[src/rtl/smt_pkg.sv]
// package: register map, field positions and reset values of the synth/modem test bank
package smt_pkg;
    // register offsets
    localparam logic [6:0] ADDR_MODEM_TEST  = 7'h56;
    localparam logic [6:0] ADDR_CP_TEST     = 7'h57;
    localparam logic [6:0] ADDR_CP_TRIM     = 7'h58;
    localparam logic [6:0] ADDR_DIV_TRIM    = 7'h59;
    localparam logic [6:0] ADDR_VCO_TRIM    = 7'h5A;
    localparam logic [6:0] ADDR_VCO_CAL     = 7'h5B;
    localparam logic [6:0] ADDR_SYNTH_TEST  = 7'h5C;
    // reset values
    localparam logic [7:0] RST_MODEM_TEST   = 8'h00;
    localparam logic [7:0] RST_CP_TEST      = 8'h00;
    localparam logic [7:0] RST_CP_TRIM      = 8'h80;
    localparam logic [7:0] RST_DIV_TRIM     = 8'h00;
    localparam logic [7:0] RST_VCO_TRIM     = 8'h03;
    localparam logic [7:0] RST_VCO_CAL      = 8'h00;
    localparam logic [7:0] RST_SYNTH_TEST   = 8'h0E;
    // modem test fields
    localparam int MT_BCR_BYP    = 7;
    localparam int MT_SLIC_BYP   = 6;
    localparam int MT_DITH_TYPE  = 5;
    localparam int MT_OSC_DIS    = 4;
    localparam int MT_OOK_TH     = 3;
    localparam int MT_REF_SEL    = 2;
    localparam int MT_REF_INV    = 1;
    localparam int MT_DISC_TOGG  = 0;
    // charge pump test fields
    localparam int CP_PFD_RST    = 7;
    localparam int CP_FB_RST     = 6;
    localparam int CP_FORCE_UP   = 5;
    localparam int CP_FORCE_DN   = 4;
    localparam int CP_DC_ONLY    = 3;
    localparam int CP_DC_CUR_HI  = 2;
    // charge pump trim fields
    localparam int CT_GAIN_HI    = 7;
    localparam int CT_GAIN_LO    = 6;
    localparam int CT_CORR_OV    = 5;
    localparam int CT_CORR_HI    = 4;
    // divider trim fields
    localparam int DT_CORR_BOOST = 7;
    localparam int DT_FB_HC      = 6;
    localparam int DT_D3_LO      = 4;
    localparam int DT_D2_LO      = 2;
    localparam int DT_D15_LO     = 0;
    // vco trim fields
    localparam int VT_CUR_BOOST  = 7;
    localparam int VT_CORR_OV    = 6;
    localparam int VT_CORR_HI    = 5;
    localparam int VT_CORR_LO    = 2;
    localparam int VT_CUR_HI     = 1;
    // vco calibration fields
    localparam int VC_OVR        = 7;
    localparam int VC_VAL_HI     = 6;
    // synthesizer test fields
    localparam int ST_DITH_EN    = 7;
    localparam int ST_VCO_TYPE   = 6;
    localparam int ST_OPEN_LOOP  = 5;
    localparam int ST_MODULUS    = 4;
    localparam int ST_ORDER_HI   = 3;
    localparam int ST_ORDER_LO   = 2;
    localparam int ST_RST_MODE   = 1;
    localparam int ST_RST        = 0;
    // forced values in boost window (transmit or pre-transmit calibration)
    localparam logic [3:0] VCO_CORR_BOOST = 4'hF;
    localparam logic [1:0] VCO_CUR_BOOST  = 2'h3;
    // ook preamble bit counts
    localparam logic [3:0] OOK_TH_LONG    = 4'h8;
    localparam logic [3:0] OOK_TH_SHORT   = 4'h4;
    // modulus choices
    localparam logic [16:0] MODULUS_DEC   = 17'h0FA00;
    localparam logic [16:0] MODULUS_BIN   = 17'h10000;
    // delta-sigma order encoding
    typedef enum logic [1:0] {
        SMT_ORDER_ZERO  = 2'h0,
        SMT_ORDER_FIRST = 2'h1,
        SMT_ORDER_SECOND = 2'h2,
        SMT_ORDER_MASH  = 2'h3
    } smt_order_t;
endpackage : smt_pkg

[src/rtl/smt_regs.sv]
// test and override register bank for modem, charge pump, vco and delta-sigma synthesizer
`timescale 1ns/100ps
module smt_regs #(
    parameter logic VCO_TYPE = 1'b0
) (
    // clock and reset
    input  wire logic        clk_sys,
    input  wire logic        resetn,
    // register access port
    input  wire logic        reg_wr,
    input  wire logic        reg_rd,
    input  wire logic [6:0]  reg_addr,
    input  wire logic [7:0]  reg_wdata,
    output logic [7:0]       reg_rdata,
    // analog and calibration status, asynchronous to clk_sys
    input  wire logic [4:0]  cp_corr_auto,
    input  wire logic [6:0]  vco_cal_auto,
    input  wire logic        vco_cal_done,
    input  wire logic        tx_mode,
    input  wire logic        vco_cal_pre_tx,
    // modem controls
    output logic             bcr_comp_bypass,
    output logic             slicer_comp_bypass,
    output logic             dither_signed,
    output logic             osc_detect_en,
    output logic [3:0]       ook_th_bits,
    output logic             ds_ref_from_xtal,
    output logic             ds_ref_invert,
    output logic             disc_toggle_en,
    // charge pump controls
    output logic             pfd_reset,
    output logic             fb_div_reset,
    output logic             cp_force_up,
    output logic             cp_force_dn,
    output logic             cp_dc_only,
    output logic [2:0]       cp_dc_current,
    output logic [1:0]       cp_gain,
    output logic [4:0]       cp_corr,
    // divider and vco trims
    output logic             fb_div_high_current,
    output logic [1:0]       div_three_trim,
    output logic [1:0]       div_two_trim,
    output logic [1:0]       div_one_half_trim,
    output logic [3:0]       vco_corr,
    output logic             vco_corr_override,
    output logic [1:0]       vco_cur,
    output logic [6:0]       vco_cal,
    // delta-sigma controls
    output logic             ds_dither_en,
    output logic             open_loop,
    output logic [16:0]      ds_modulus,
    output logic [1:0]       ds_order,
    output logic             ds_reset_mode,
    output logic             ds_reset
);

    logic [7:0] modem_test_control_reg;
    logic [7:0] charge_pump_test_control_reg;
    logic [7:0] charge_pump_trim_override_reg;
    logic [7:0] divider_trim_sigma_test_reg;
    logic [7:0] oscillator_current_trim_reg;
    logic [7:0] oscillator_cal_override_reg;
    logic [7:0] synthesizer_test_control_reg;

    // status synchronisers
    logic [4:0] cp_corr_s1_reg;
    logic [4:0] cp_corr_s2_reg;
    logic [6:0] vco_cal_s1_reg;
    logic [6:0] vco_cal_s2_reg;
    logic [2:0] flags_s1_reg;
    logic [2:0] flags_s2_reg;
    logic [4:0] cp_corr_s3_reg;
    logic [4:0] cp_corr_held_reg;
    logic [6:0] vco_cal_s3_reg;
    logic [6:0] vco_cal_held_reg;

    logic       boost_window;
    logic [4:0] cp_corr_next;
    logic [6:0] vco_cal_next;
    logic [3:0] vco_corr_next;
    logic [1:0] vco_cur_next;
    logic [7:0] reg_rdata_next;

    function automatic logic hit(input logic [6:0] a, input logic [6:0] base);
        hit = reg_wr && (a == base);
    endfunction : hit

    always_ff @(posedge clk_sys or negedge resetn)
    begin
        if (!resetn)
        begin
            cp_corr_s1_reg <= 5'h00;
            cp_corr_s2_reg <= 5'h00;
            vco_cal_s1_reg <= 7'h00;
            vco_cal_s2_reg <= 7'h00;
            flags_s1_reg   <= 3'h0;
            flags_s2_reg   <= 3'h0;
        end
        else
        begin
            cp_corr_s1_reg <= cp_corr_auto;
            cp_corr_s2_reg <= cp_corr_s1_reg;
            vco_cal_s1_reg <= vco_cal_auto;
            vco_cal_s2_reg <= vco_cal_s1_reg;
            flags_s1_reg   <= {vco_cal_done, tx_mode, vco_cal_pre_tx};
            flags_s2_reg   <= flags_s1_reg;
        end
    end

    // status words are taken only once two samples agree, so no torn word escapes
    always_ff @(posedge clk_sys or negedge resetn)
    begin
        if (!resetn)
        begin
            cp_corr_s3_reg   <= 5'h00;
            cp_corr_held_reg <= 5'h00;
            vco_cal_s3_reg   <= 7'h00;
            vco_cal_held_reg <= 7'h00;
        end
        else
        begin
            cp_corr_s3_reg <= cp_corr_s2_reg;
            vco_cal_s3_reg <= vco_cal_s2_reg;
            if (cp_corr_s2_reg == cp_corr_s3_reg)
                cp_corr_held_reg <= cp_corr_s3_reg;
            if (vco_cal_s2_reg == vco_cal_s3_reg)
                vco_cal_held_reg <= vco_cal_s3_reg;
        end
    end

    // register writes
    always_ff @(posedge clk_sys or negedge resetn)
    begin
        if (!resetn)
        begin
            modem_test_control_reg        <= smt_pkg::RST_MODEM_TEST;
            charge_pump_test_control_reg  <= smt_pkg::RST_CP_TEST;
            charge_pump_trim_override_reg <= smt_pkg::RST_CP_TRIM;
            divider_trim_sigma_test_reg   <= smt_pkg::RST_DIV_TRIM;
            oscillator_current_trim_reg   <= smt_pkg::RST_VCO_TRIM;
            oscillator_cal_override_reg   <= smt_pkg::RST_VCO_CAL;
            synthesizer_test_control_reg  <= smt_pkg::RST_SYNTH_TEST;
        end
        else
        begin
            if (hit(reg_addr, smt_pkg::ADDR_MODEM_TEST))
                modem_test_control_reg <= reg_wdata;
            if (hit(reg_addr, smt_pkg::ADDR_CP_TEST))
                charge_pump_test_control_reg <= reg_wdata;
            if (hit(reg_addr, smt_pkg::ADDR_CP_TRIM))
                charge_pump_trim_override_reg <= reg_wdata;
            if (hit(reg_addr, smt_pkg::ADDR_DIV_TRIM))
                divider_trim_sigma_test_reg <= reg_wdata;
            if (hit(reg_addr, smt_pkg::ADDR_VCO_TRIM))
                oscillator_current_trim_reg <= reg_wdata;
            if (hit(reg_addr, smt_pkg::ADDR_VCO_CAL))
                oscillator_cal_override_reg <= reg_wdata;
            if (hit(reg_addr, smt_pkg::ADDR_SYNTH_TEST))
            begin
                synthesizer_test_control_reg <= reg_wdata;
                // vco type bit is read only
                synthesizer_test_control_reg[smt_pkg::ST_VCO_TYPE] <= 1'b0;
            end
        end
    end

    // effective values of override-capable fields
    always_comb
    begin
        boost_window = flags_s2_reg[1] | flags_s2_reg[0];
        if (charge_pump_trim_override_reg[smt_pkg::CT_CORR_OV])
            cp_corr_next = charge_pump_trim_override_reg[smt_pkg::CT_CORR_HI:0];
        else
            cp_corr_next = cp_corr_held_reg;
        if (oscillator_cal_override_reg[smt_pkg::VC_OVR])
            vco_cal_next = oscillator_cal_override_reg[smt_pkg::VC_VAL_HI:0];
        else
            vco_cal_next = vco_cal_held_reg;
        if (divider_trim_sigma_test_reg[smt_pkg::DT_CORR_BOOST] && boost_window)
            vco_corr_next = smt_pkg::VCO_CORR_BOOST;
        else
            vco_corr_next =
                oscillator_current_trim_reg[smt_pkg::VT_CORR_HI:smt_pkg::VT_CORR_LO];
        if (oscillator_current_trim_reg[smt_pkg::VT_CUR_BOOST] && boost_window)
            vco_cur_next = smt_pkg::VCO_CUR_BOOST;
        else
            vco_cur_next = oscillator_current_trim_reg[smt_pkg::VT_CUR_HI:0];
    end

    // read mux
    always_comb
    begin
        reg_rdata_next = 8'h00;
        if (reg_addr == smt_pkg::ADDR_MODEM_TEST)
            reg_rdata_next = modem_test_control_reg;
        else if (reg_addr == smt_pkg::ADDR_CP_TEST)
            reg_rdata_next = charge_pump_test_control_reg;
        else if (reg_addr == smt_pkg::ADDR_CP_TRIM)
            reg_rdata_next = {
                charge_pump_trim_override_reg[smt_pkg::CT_GAIN_HI:smt_pkg::CT_CORR_OV],
                cp_corr_next};
        else if (reg_addr == smt_pkg::ADDR_DIV_TRIM)
            reg_rdata_next = divider_trim_sigma_test_reg;
        else if (reg_addr == smt_pkg::ADDR_VCO_TRIM)
            reg_rdata_next = oscillator_current_trim_reg;
        else if (reg_addr == smt_pkg::ADDR_VCO_CAL)
            reg_rdata_next = {flags_s2_reg[2], vco_cal_next};
        else if (reg_addr == smt_pkg::ADDR_SYNTH_TEST)
        begin
            reg_rdata_next = synthesizer_test_control_reg;
            reg_rdata_next[smt_pkg::ST_VCO_TYPE] = VCO_TYPE;
        end
    end

    always_ff @(posedge clk_sys or negedge resetn)
    begin
        if (!resetn)
            reg_rdata <= 8'h00;
        else if (reg_rd)
            reg_rdata <= reg_rdata_next;
    end

    // modem outputs
    always_ff @(posedge clk_sys or negedge resetn)
    begin
        if (!resetn)
        begin
            bcr_comp_bypass    <= 1'b0;
            slicer_comp_bypass <= 1'b0;
            dither_signed      <= 1'b0;
            osc_detect_en      <= 1'b1;
            ook_th_bits        <= smt_pkg::OOK_TH_SHORT;
            ds_ref_from_xtal   <= 1'b0;
            ds_ref_invert      <= 1'b0;
            disc_toggle_en     <= 1'b0;
        end
        else
        begin
            bcr_comp_bypass    <= modem_test_control_reg[smt_pkg::MT_BCR_BYP];
            slicer_comp_bypass <= modem_test_control_reg[smt_pkg::MT_SLIC_BYP];
            dither_signed      <= modem_test_control_reg[smt_pkg::MT_DITH_TYPE];
            osc_detect_en      <= !modem_test_control_reg[smt_pkg::MT_OSC_DIS];
            ook_th_bits        <= modem_test_control_reg[smt_pkg::MT_OOK_TH] ?
                                  smt_pkg::OOK_TH_LONG : smt_pkg::OOK_TH_SHORT;
            ds_ref_from_xtal   <= modem_test_control_reg[smt_pkg::MT_REF_SEL];
            ds_ref_invert      <= modem_test_control_reg[smt_pkg::MT_REF_INV];
            disc_toggle_en     <= modem_test_control_reg[smt_pkg::MT_DISC_TOGG];
        end
    end

    // charge pump outputs
    always_ff @(posedge clk_sys or negedge resetn)
    begin
        if (!resetn)
        begin
            pfd_reset     <= 1'b0;
            fb_div_reset  <= 1'b0;
            cp_force_up   <= 1'b0;
            cp_force_dn   <= 1'b0;
            cp_dc_only    <= 1'b0;
            cp_dc_current <= 3'h0;
            cp_gain       <= smt_pkg::RST_CP_TRIM[smt_pkg::CT_GAIN_HI:smt_pkg::CT_GAIN_LO];
            cp_corr       <= 5'h00;
        end
        else
        begin
            pfd_reset     <= charge_pump_test_control_reg[smt_pkg::CP_PFD_RST];
            fb_div_reset  <= charge_pump_test_control_reg[smt_pkg::CP_FB_RST];
            cp_force_up   <= charge_pump_test_control_reg[smt_pkg::CP_FORCE_UP];
            cp_force_dn   <= charge_pump_test_control_reg[smt_pkg::CP_FORCE_DN];
            cp_dc_only    <= charge_pump_test_control_reg[smt_pkg::CP_DC_ONLY];
            cp_dc_current <= charge_pump_test_control_reg[smt_pkg::CP_DC_CUR_HI:0];
            cp_gain       <=
                charge_pump_trim_override_reg[smt_pkg::CT_GAIN_HI:smt_pkg::CT_GAIN_LO];
            cp_corr       <= cp_corr_next;
        end
    end

    // divider and vco outputs
    always_ff @(posedge clk_sys or negedge resetn)
    begin
        if (!resetn)
        begin
            fb_div_high_current <= 1'b0;
            div_three_trim      <= 2'h0;
            div_two_trim        <= 2'h0;
            div_one_half_trim   <= 2'h0;
            vco_corr            <= 4'h0;
            vco_corr_override   <= 1'b0;
            vco_cur             <= smt_pkg::RST_VCO_TRIM[smt_pkg::VT_CUR_HI:0];
            vco_cal             <= 7'h00;
        end
        else
        begin
            fb_div_high_current <= divider_trim_sigma_test_reg[smt_pkg::DT_FB_HC];
            div_three_trim      <=
                divider_trim_sigma_test_reg[smt_pkg::DT_D3_LO +: 2];
            div_two_trim        <=
                divider_trim_sigma_test_reg[smt_pkg::DT_D2_LO +: 2];
            div_one_half_trim   <=
                divider_trim_sigma_test_reg[smt_pkg::DT_D15_LO +: 2];
            vco_corr            <= vco_corr_next;
            vco_corr_override   <= oscillator_current_trim_reg[smt_pkg::VT_CORR_OV]
                                   | (divider_trim_sigma_test_reg[smt_pkg::DT_CORR_BOOST]
                                      & boost_window);
            vco_cur             <= vco_cur_next;
            vco_cal             <= vco_cal_next;
        end
    end

    // delta-sigma outputs
    always_ff @(posedge clk_sys or negedge resetn)
    begin
        if (!resetn)
        begin
            ds_dither_en  <= 1'b0;
            open_loop     <= 1'b0;
            ds_modulus    <= smt_pkg::MODULUS_DEC;
            ds_order      <= smt_pkg::RST_SYNTH_TEST[smt_pkg::ST_ORDER_HI:smt_pkg::ST_ORDER_LO];
            ds_reset_mode <= 1'b1;
            ds_reset      <= 1'b0;
        end
        else
        begin
            ds_dither_en  <= synthesizer_test_control_reg[smt_pkg::ST_DITH_EN];
            open_loop     <= synthesizer_test_control_reg[smt_pkg::ST_OPEN_LOOP];
            ds_modulus    <= synthesizer_test_control_reg[smt_pkg::ST_MODULUS] ?
                             smt_pkg::MODULUS_BIN : smt_pkg::MODULUS_DEC;
            ds_order      <=
                synthesizer_test_control_reg[smt_pkg::ST_ORDER_HI:smt_pkg::ST_ORDER_LO];
            ds_reset_mode <= synthesizer_test_control_reg[smt_pkg::ST_RST_MODE];
            ds_reset      <= synthesizer_test_control_reg[smt_pkg::ST_RST];
        end
    end

endmodule : smt_regs

[config.mk]
export PLATFORM = sky130hd
export DESIGN_NAME = smt_regs
export DESIGN_NICKNAME = d
export VERILOG_FILES = /design/src/rtl/smt_pkg.sv /design/src/rtl/smt_regs.sv
export SDC_FILE = /design/constraint.sdc
export NUM_CORES = 1
export LEC_CHECK = 0
export ABC_AREA = 0
export BUFFER_PORTS_ARGS = -buffer_cell sky130_fd_sc_hd__buf_2
export CAP_MARGIN = 20
export CORE_MARGIN = 10
export CORE_UTILIZATION = 29
export CTS_CLUSTER_SIZE = 14
export DETAILED_ROUTE_END_ITERATION = 12
export GPL_ROUTABILITY_DRIVEN = 0
export GPL_TIMING_DRIVEN = 0
export PLACE_DENSITY_LB_ADDON = 0.1
export REMOVE_ABC_BUFFERS = 1
export SYNTH_ARGS = -nofsm -noshare
export SYNTH_HDL_FRONTEND = slang
export SYNTH_SLANG_ARGS = --single-unit
[constraint.sdc]
create_clock -name clk_sys -period 1.9 [get_ports clk_sys]
set_input_delay 0.38 -clock clk_sys [delete_from_list [all_inputs] [get_ports clk_sys]]
set_output_delay 0.38 -clock clk_sys [all_outputs]
set_load 0.02 [all_outputs]
==> impl_metrics.env, run 1 <==
export IMPL_syn_cell_area_um2=6420
export IMPL_status="finished, final reports clean"
export IMPL_first_pass_grt_wire_length_um=24400
export IMPL_final_cells=824
export IMPL_netlist_cell_type_count=56
export IMPL_synth_seq_area_share_pct=66.6
export IMPL_clk_pin_slew_worst_paths_ps=60
export IMPL_number_of_synthesized_register_bits=170
export IMPL_largest_delay_share_family_worst_path="buffers and inverters"
export IMPL_reg2reg_depth=4
export IMPL_first_pass_iters=4
export IMPL_post_synth_top_area_fraction_pct=60.4
export IMPL_path_cells="buf_2 > clkinv_1 > and3_1 > nand4_2 > mux2_2"
export IMPL_cts_tree="built"
export IMPL_synth_warning_count=0
export IMPL_clock_path_buffers=2
export IMPL_clock_insertion_delay_worst_skew_ps=430
export IMPL_layout_core_utilization_pct=35.6
export IMPL_total_wire_length_after_detailed_routing_um=15700
export IMPL_first_iteration_detailed_routing_drc_count=148
export IMPL_timing_hold_worst_class="primary input to register"
export IMPL_synthTopCellsByArea="dfrtp_1 60%, mux2_2 14%, dfstp_2 6.1%, buf_4 2.3%, nand2b_1 1.4%"
export IMPL_power_static_leakage_nw=3.71
export IMPL_grt_util_all_layers_pct=11.2
export IMPL_final_setup_skew_ps=9.06
export IMPL_final_hold_vios=0
export IMPL_cts_made_buffers=17
export IMPL_place_detailed_hpwl_um=11200
export IMPL_routedWlPerCell_um=19.0
export IMPL_start_point_of_the_critical_path="reg_addr[1]"
export IMPL_global_route_overflow_total=0
export IMPL_finalHoldWorstSlack_ps=59.2
export IMPL_vias=3692
export IMPL_worst_r2r_endpoint="cp_corr_held_reg[0]"
export IMPL_diodes=0
export IMPL_detailedPlace_worstSlack_ps=-837
export IMPL_multi_input_comb_area_um2=1990
export IMPL_avgSynthCellArea_um2=15.0
export IMPL_layout_worst_path_cycle_share_pct=94.3
export IMPL_tightestPinTransition_ps=702
export IMPL_rsz_0062_raised_after_global_routing="no"
export IMPL_drive_gt1_share_pct=44.7
export IMPL_wp_data_required_ps=2210
export IMPL_clock_sink_count=170
export IMPL_clock_fmax_mhz=558
export IMPL_startpoint_type="primary input"
export IMPL_max_cap_viol_count=0
export IMPL_critical_path_max_fanout=22
export IMPL_timing_slew_headroom_pct=52.7
export IMPL_postSynth_asyncResetShare_pct=100
export IMPL_power_density_nw_per_um2=1120
export IMPL_std_cell_rows=54
export IMPL_root_buffer="clkbuf_16"
export IMPL_htree_levels=4
export IMPL_synth_edff_count=0
export IMPL_highest_delay_cell_along_the_critical_path="clkinv_1"
export IMPL_ff_latch_area_um2=4270
export IMPL_initial_core_util_pct=29.4
export IMPL_setup_ws_ps=108
export IMPL_yosys_top_cell_by_area="dfrtp_1"
export IMPL_design_die_area_um2=28500
export IMPL_first_global_vias=4011
export IMPL_vdd_ir_drop_max_v=0.000422
export IMPL_cp_num_buf_inv=2
export IMPL_synth_cells=428
export IMPL_drc_errors=0
export IMPL_r2r_start="cp_corr_s3_reg[3]"
export IMPL_placed_cells_incl_taps=790
export IMPL_timing_setup_critical_path_class="primary input to register"
export IMPL_cp_depth=5
export IMPL_setup_reg_to_reg_worst_slack_ps=190
export IMPL_drv_slew=0
export IMPL_postSynth_topFlopCell="dfrtp_1"
export IMPL_antenna_violating_nets_post_route=0
export IMPL_setup_violations=0
export IMPL_fillerInstances=2131
export IMPL_ioPinCount=112
export IMPL_critPathCaptureType="register"
export IMPL_period_needed_ps=1790
export IMPL_grt_antenna_before_repair=0
export IMPL_floorplan_die_height_um=169
export IMPL_tns_ps=0
export IMPL_hold_path_startpoint="cp_corr_auto[3]"
export IMPL_avgViaCountPerCell=4.48
export IMPL_fp_dieW_um=169
export IMPL_core_area_um2=21800
export IMPL_io_buffer_count=99
export IMPL_layout_nets=565
export IMPL_grt_start_max_net_pins=101
export IMPL_setup_worst_path_end="synthesizer_test_control_reg[0]"
export IMPL_syn_to_final_growth_pct=21.1
export IMPL_timing_critical_path_slowest_cell_delay_ps=430
export IMPL_worst_endpoint_arrival_ps=2100
final cells by class:
class / count / share of cell area, %
repair buffers: 102 / 7.12
flip-flops and latches: 170 / 55.0
well taps: 280 / 4.51
clock buffers: 18 / 5.65
multi-input cells: 233 / 25.6
clock inverters: 14 / 1.79
inverters: 7 / 0.338
layer usage:
layer  vias up  routed length [um]  GRT usage, %
met5         -                   0             0
met4         0                 149          3.41
met3        10                 752          3.50
met2        93                7570          17.9
met1      1886                7190          14.1
li1       1703                   -             -
placed cells by master, fill, tap and decap left out, types with 3 or more instances in the layout:
master | Yosys | layout
mux2i_1 | 6 | 6
a21oi_1 | 6 | 6
o21a_1 | 3 | 3
clkinv_4 | 0 | 4
o211ai_1 | 5 | 5
o21ai_0 | 5 | 5
clkinvlp_4 | 0 | 3
conb_1 | 1 | 12
nor3_1 | 5 | 5
xor2_1 | 5 | 5
xnor2_1 | 7 | 7
o21ba_2 | 3 | 3
nand2b_1 | 14 | 14
a211oi_1 | 3 | 3
o31ai_1 | 4 | 4
a22oi_1 | 5 | 5
dfstp_2 | 15 | 15
nor2_1 | 12 | 12
nand2_1 | 6 | 6
dfrtp_1 | 155 | 155
inv_1 | 6 | 6
nor2_4 | 1 | 3
buf_2 | 6 | 97
o32ai_1 | 3 | 3
mux2_2 | 79 | 79
clkbuf_16 | 0 | 17
inv_6 | 0 | 4
nand3b_1 | 4 | 4
worst min path at each step:
stage / end / slack (ps) / cells past startpoint
2_1_floorplan: bcr_comp_bypass / 80 / 0
3_3_place_gp: cp_corr_s2_reg[3] / 330 / 0
3_5_place_dp: vco_cal_s2_reg[0] / 340 / 0
4_1_cts: cp_corr_s1_reg[3] / 40 / 1
5_1_grt: cp_corr_s1_reg[1] / 30 / 1
6_report: cp_corr_s1_reg[3] / 60 / 1
repair_timing:
action	CTS	global route
buffers inserted	1	0
pin swaps	1	0
hold endpoints to repair	64	0
hold buffers	1	0
setup endpoints to repair	16	29
gates resized for setup	3	3
stage by stage:
stage	cell area, um^2	power [mW]
floorplan	6270	4.87
global placement	7110	5.41
detailed placement	7150	5.44
CTS	7760	8.87
global route	7770	9.11
finish	7770	8.71
where the power goes:
group          total, mW  internal, mW  switching (mW)
combinational       1.11         0.436           0.671
sequential          4.23          4.03           0.202
clock               3.38          1.87            1.51
logic make-up after synthesis:
group	after synthesis	share of synthesized area (%)
flip-flops	170	66.6
AO/OA/AOI/OAI	53	6.22
multiplexers	85	14.8
AND/OR/NAND/NOR	71	7.33
XOR/XNOR	12	1.64
other	1	0.0584
buffers and inverters	36	3.39
cells in the mapped netlist, types with 4 or more instances:
cell      count
o31ai_1       4
o211ai_1      5
mux2i_1       6
buf_4        20
nand3b_1      4
a22oi_1       5
buf_2         6
dfstp_2      15
xor2_1        5
nor2_1       12
dfrtp_1     155
mux2_2       79
o21ai_0       5
nor3_1        5
a21oi_1       6
inv_1         6
nand2b_1     14
xnor2_1       7
nand2_1       6
Power figures use the tool's default switching activity.
==> run 2: changes to the inputs <==
==> constraint.sdc (replaced) <==
create_clock -name clk_sys -period 1.5 [get_ports clk_sys]
set_input_delay 0.3 -clock clk_sys [delete_from_list [all_inputs] [get_ports clk_sys]]
set_output_delay 0.3 -clock clk_sys [all_outputs]
set_load 0.02 [all_outputs]
==> run 2 against run 1 <==
  * The run now ends with negative setup slack left
  * Register-to-register slack got worse by 200 ps
  * Design area increased by 6.4%
  * Core utilization up 2.3 points
  * First-iteration DRC count increased by 28%
  * Wire length rose by 2.6%
  * Clock skew decreased by 2.2 ps
  * Clock power grew 27%
  * Power increased by 29%
  * Critical path depth is the same
  * Largest cell class unchanged
  * Largest power group unchanged
==> impl_metrics.env, run 2 (same netlist as run 1, synthesis figures left out) <==
export IMPL_reg2reg_depth=5
export IMPL_finish_instance_area_um2=8270
export IMPL_place_detailed_hpwl_um=11200
export IMPL_layout_commonest_cell="dfrtp_1"
export IMPL_design_die_area_um2=28500
export IMPL_grt_antenna_before_repair=0
export IMPL_worst_r2r_endpoint="vco_cal_held_reg[1]"
export IMPL_grt_util_all_layers_pct=11.3
export IMPL_tns_ps=-76.9
export IMPL_cts_tree="built"
export IMPL_timing_hold_worst_class="primary input to register"
export IMPL_vdd_ir_drop_max_v=0.000558
export IMPL_setup_violations=8
export IMPL_routedWlPerCell_um=18.7
export IMPL_vias=3863
export IMPL_final_setup_skew_ps=6.88
export IMPL_clock_insertion_delay_worst_skew_ps=430
export IMPL_syn_to_final_growth_pct=28.8
export IMPL_drive_gt1_share_pct=47.2
export IMPL_detailedPlace_worstSlack_ps=-1160
export IMPL_timing_critical_path_slowest_cell_delay_ps=390
export IMPL_tightestPinTransition_ps=676
export IMPL_clk_pin_slew_worst_paths_ps=70
export IMPL_finalPower_mw=11.3
export IMPL_fp_dieW_um=169
export IMPL_layout_nets=599
export IMPL_timing_setup_critical_path_class="register to register"
export IMPL_cts_made_buffers=17
export IMPL_path_cells="xnor2_1 > nand4_1 > nor4_4 > buf_6 > mux2_4"
export IMPL_final_cells=859
export IMPL_power_static_leakage_nw=3.94
export IMPL_clock_sink_count=170
export IMPL_layout_worst_path_cycle_share_pct=101
export IMPL_total_wire_length_after_detailed_routing_um=16100
export IMPL_io_buffer_count=99
export IMPL_critPathCaptureType="register"
export IMPL_root_buffer="clkbuf_16"
export IMPL_layout_core_utilization_pct=37.9
export IMPL_mostFrequentLayoutCells="153 x dfrtp_1, 89 x buf_2, 61 x mux2_2"
export IMPL_initial_core_util_pct=29.4
export IMPL_setup_reg_to_reg_worst_slack_ps=-10
export IMPL_clock_path_buffers=2
export IMPL_final_hold_vios=0
export IMPL_floorplan_die_height_um=169
export IMPL_r2r_start="vco_cal_s2_reg[4]"
export IMPL_wp_data_required_ps=1810
export IMPL_clock_fmax_mhz=660
export IMPL_status="finished with violations"
export IMPL_min_path_cells=2
export IMPL_power_density_nw_per_um2=1360
export IMPL_violations_in_the_final_reports="negative setup slack"
export IMPL_timing_slew_headroom_pct=54.5
export IMPL_period_needed_ps=1510
export IMPL_worst_endpoint_arrival_ps=1820
export IMPL_rsz_0062_raised_after_global_routing="yes"
export IMPL_std_cell_rows=54
export IMPL_htree_levels=4
export IMPL_cp_num_buf_inv=1
export IMPL_largest_delay_share_family_worst_path="flip-flops"
export IMPL_setup_ws_ps=-14.8
export IMPL_first_iteration_detailed_routing_drc_count=189
export IMPL_grt_start_max_net_pins=101
export IMPL_global_route_overflow_total=0
export IMPL_postPlaceCellArea_um2=7150
export IMPL_drc_errors=0
export IMPL_avgViaCountPerCell=4.50
export IMPL_first_pass_iters=4
export IMPL_hold_path_startpoint="reg_wdata[6]"
export IMPL_startpoint_type="register"
export IMPL_placed_cells_incl_taps=790
export IMPL_holdPathEnd="charge_pump_trim_override_reg[6]"
export IMPL_first_global_vias=4127
export IMPL_antenna_violating_nets_post_route=0
export IMPL_core_area_um2=21800
export IMPL_first_pass_grt_wire_length_um=25000
export IMPL_highest_delay_cell_along_the_critical_path="dfrtp_1"
export IMPL_ioPinCount=112
export IMPL_max_cap_viol_count=0
export IMPL_critical_path_max_fanout=7
export IMPL_finalHoldWorstSlack_ps=228
export IMPL_drv_slew=0
-- run 2: cell count changes in the layout (fill, tap and decap cells not counted), sizes merged --
| cell | delta |
|---|---|
| clkinv | -1 |
| clkinvlp | +1 |
| diode | +1 |
| clkbuf | -1 |
| buf | +20 |
| dlygate4sd3 | +15 |
-- run 2: repair_timing --
action / 4_1_cts / 5_1_grt
pin swaps: 11 / 9
hold buffers: 16 / 0
buffers inserted: 11 / 9
resized for setup: 23 / 30
endpoints found under the hold margin: 79 / 0
setup endpoints to repair: 75 / 43
-- run 2: worst reg2reg max path: cells and delay by family, from the launching register on --
| family | cells | cell delay [ps] |
|---|---|---|
| xor gates and xnor gates | 1 | 170 |
| buffers and inverters | 1 | 190 |
| and+or+nand+nor | 2 | 340 |
| muxes | 1 | 300 |
| DFF | 1 | 390 |
-- run 2: worst max-delay path by stage --
stage | from | endpoint | slack, ps | cells past startpoint
after global placement | resetn | vco_cal[1] | -2460 | 1
after floorplan | reg_addr[5] | oscillator_current_trim_reg[2] | -220 | 4
after global routing | vco_cal_s2_reg[4] | vco_cal_held_reg[0] | -130 | 5
after CTS | vco_cal_s3_reg[4] | vco_cal_held_reg[1] | -100 | 5
after detailed placement | reg_addr[1] | modem_test_control_reg[4] | -1160 | 5
final | vco_cal_s2_reg[4] | vco_cal_held_reg[1] | -10 | 5
-- run 2: area by class of cell --
| cell class | instances | area, um^2 |
|---|---|---|
| fillers | 2090 | 13600 |
| flip-flops and latches | 170 | 4280 |
| multi-input cells | 233 | 2110 |
| repair buffers | 136 | 922 |
| clock buffers | 18 | 439 |
| well taps | 280 | 350 |
| clock inverters | 14 | 139 |
| inverters | 7 | 30.0 |
| diodes | 1 | 2.50 |
-- run 2: power by group --
part	switching [mW]	total [mW]	internal, mW
Combinational	0.898	1.61	0.716
Sequential	0.264	5.36	5.10
Clock	1.91	4.28	2.37
Total	3.07	11.3	8.18
-- run 2: layer usage --
layer	track usage [%]	part of all wire (%)
met1	14.1	46
met2	18.5	49
met3	3.40	4.4
met4	3.41	1.1
met5	0	0
==> run 3: changes to the inputs <==
==> constraint.sdc (replaced) <==
create_clock -name clk_sys -period 1.5 [get_ports clk_sys]
set_input_delay 0.3 -clock clk_sys [delete_from_list [all_inputs] [get_ports clk_sys]]
set_output_delay 0.3 -clock clk_sys [all_outputs]
set_load 0.1 [all_outputs]
==> run 3 against run 2 <==
  * The run still ends with negative setup slack left
  * Power is 15% higher
  * Sequential share of layout area fell by 1.9 points
  * Count of clock-buffer cells in the layout did not move
  * Clock skew hardly changed
  * Clock power is essentially flat
  * Global-route usage up 0.10 points
  * Largest cell class unchanged
==> impl_metrics.env, run 3 (same netlist as run 1, synthesis figures left out) <==
export IMPL_grt_util_all_layers_pct=11.4
export IMPL_critical_path_max_fanout=4
export IMPL_violations_in_the_final_reports="negative setup slack"
export IMPL_vias=3852
export IMPL_io_buffer_count=99
export IMPL_antenna_violating_nets_post_route=0
export IMPL_internal_power_mw=8.37
export IMPL_design_die_area_um2=28500
export IMPL_mostFrequentLayoutCells="153 x dfrtp_1, 61 x mux2_2, 42 x buf_4"
export IMPL_start_point_of_the_critical_path="ds_modulus[15]"
export IMPL_place_detailed_hpwl_um=11200
export IMPL_power_frac_clock_pct=33.0
export IMPL_initial_core_util_pct=29.4
export IMPL_drc_errors=0
export IMPL_ioPinCount=112
export IMPL_setup_reg_to_reg_worst_slack_ps=0
export IMPL_finalHoldWorstSlack_ps=229
export IMPL_avgViaCountPerCell=4.47
export IMPL_power_static_leakage_nw=4.01
export IMPL_first_pass_iters=4
export IMPL_cts_tree="built"
export IMPL_critPathCaptureType="output pin"
export IMPL_netSwitchingPower_mw=4.58
export IMPL_cts_made_buffers=17
export IMPL_period_needed_ps=1610
export IMPL_min_path_cells=2
export IMPL_total_wire_length_after_detailed_routing_um=16200
export IMPL_fp_dieW_um=169
export IMPL_drive_gt1_share_pct=47.5
export IMPL_first_iteration_detailed_routing_drc_count=176
export IMPL_htree_levels=4
export IMPL_hold_path_startpoint="reg_wdata[6]"
export IMPL_syn_to_final_growth_pct=33.7
export IMPL_root_buffer="clkbuf_16"
export IMPL_clock_path_buffers=2
export IMPL_final_setup_skew_ps=6.61
export IMPL_max_cap_viol_count=0
export IMPL_floorplan_die_height_um=169
export IMPL_holdPathEnd="charge_pump_trim_override_reg[6]"
export IMPL_vdd_ir_drop_max_v=0.000558
export IMPL_power_switching_fraction_pct=35.4
export IMPL_clk_pin_slew_worst_paths_ps=70
export IMPL_drv_slew=0
export IMPL_wp_data_required_ps=1200
export IMPL_clock_sink_count=170
export IMPL_rsz_0062_raised_after_global_routing="yes"
export IMPL_tightestPinTransition_ps=674
export IMPL_timing_slew_headroom_pct=54.6
export IMPL_clock_fmax_mhz=623
export IMPL_final_hold_vios=0
export IMPL_setup_violations=10
export IMPL_timing_setup_critical_path_class="register to output pin"
export IMPL_startpoint_type="register"
export IMPL_p_seq_share_pct=41.6
export IMPL_core_area_um2=21800
export IMPL_std_cell_rows=54
export IMPL_combinationalPowerShare_pct=25.4
export IMPL_layout_commonest_cell="dfrtp_1"
export IMPL_status="finished with violations"
export IMPL_first_pass_grt_wire_length_um=25200
export IMPL_reg2reg_depth=5
export IMPL_layout_nets=602
export IMPL_worst_r2r_endpoint="vco_cal_held_reg[1]"
export IMPL_timing_hold_worst_class="primary input to register"
export IMPL_r2r_start="vco_cal_s3_reg[4]"
export IMPL_clock_insertion_delay_worst_skew_ps=420
export IMPL_finalPower_mw=12.9
export IMPL_first_global_vias=4150
export IMPL_routedWlPerCell_um=18.7
export IMPL_setup_ws_ps=-105
export IMPL_grt_antenna_before_repair=0
export IMPL_layout_worst_path_cycle_share_pct=107
export IMPL_global_route_overflow_total=0
export IMPL_power_density_nw_per_um2=1510
export IMPL_worst_endpoint_arrival_ps=1310
export IMPL_grt_start_max_net_pins=101
run 3: cell types whose count changed in the layout (fill, tap and decap cells not counted), sizes merged:
cell,delta
clkbuf,+26
buf,-23
run 3: worst max path at each step:
stage | cells after the start | endpoint
4_1_cts | 2 | ds_modulus[13]
3_5_place_dp | 5 | modem_test_control_reg[4]
6_report | 2 | ds_modulus[15]
5_1_grt | 2 | ds_modulus[15]
3_3_place_gp | 1 | vco_cal[1]
2_1_floorplan | 0 | ds_modulus[11]
run 3: per-stage QoR:
stage / setup WS (ps) / cell area (um^2) / util [%] / cells / TNS, ps
floorplan: -1280 / 6270 / - / 410 / -13790
CTS: -111 / 8350 / 38.2 / 851 / -1350
global placement: -2460 / 7110 / 32.6 / 789 / -450460
global route: -146 / 8580 / 39.3 / 861 / -2030
detailed placement: -1160 / 7150 / 32.8 / 790 / -48410
finish: -105 / 8580 / 39.3 / 862 / -600
run 3: area by class of cell:
cell class	count	area, um^2
well taps	280	350
inverters	7	30.0
repair buffers	139	1230
multi-input cells	233	2110
fillers	2068	13200
clock inverters	14	139
clock buffers	18	439
diodes	1	2.50
flip-flops and latches	170	4280
run 3: layer usage:
metal | track usage, % | vias up | wire, um
li1 | - | 1780 | -
met1 | 14.2 | 1978 | 7260
met2 | 18.8 | 84 | 8070
met3 | 3.38 | 10 | 721
met4 | 3.41 | 0 | 114
met5 | 0 | - | 0
run 3: what timing repair did:
action / 4_1_cts / 5_1_grt
endpoints found under the hold margin: 79 / 0
gates cloned: 0 / 0
resized for setup: 91 / 52
pin swaps: 12 / 9
endpoints found under the setup margin: 112 / 77
buffers inserted: 13 / 10
hold buffers: 16 / 0
run 3: power by group through the flow:
stage | Combinational [mW] | Clock, mW | Sequential (mW)
after global placement | 2.89 | 0 | 5.44
after global routing | 3.43 | 4.59 | 5.44
after CTS | 3.17 | 4.43 | 5.38
after floorplan | 0.622 | 0 | 7.01
final | 3.29 | 4.28 | 5.38
after detailed placement | 2.91 | 0 | 5.46
run 3: critical path: stages (launching register included):
cell and delay (ps):
dfstp_2 570, buf_12 130, buf_12 170
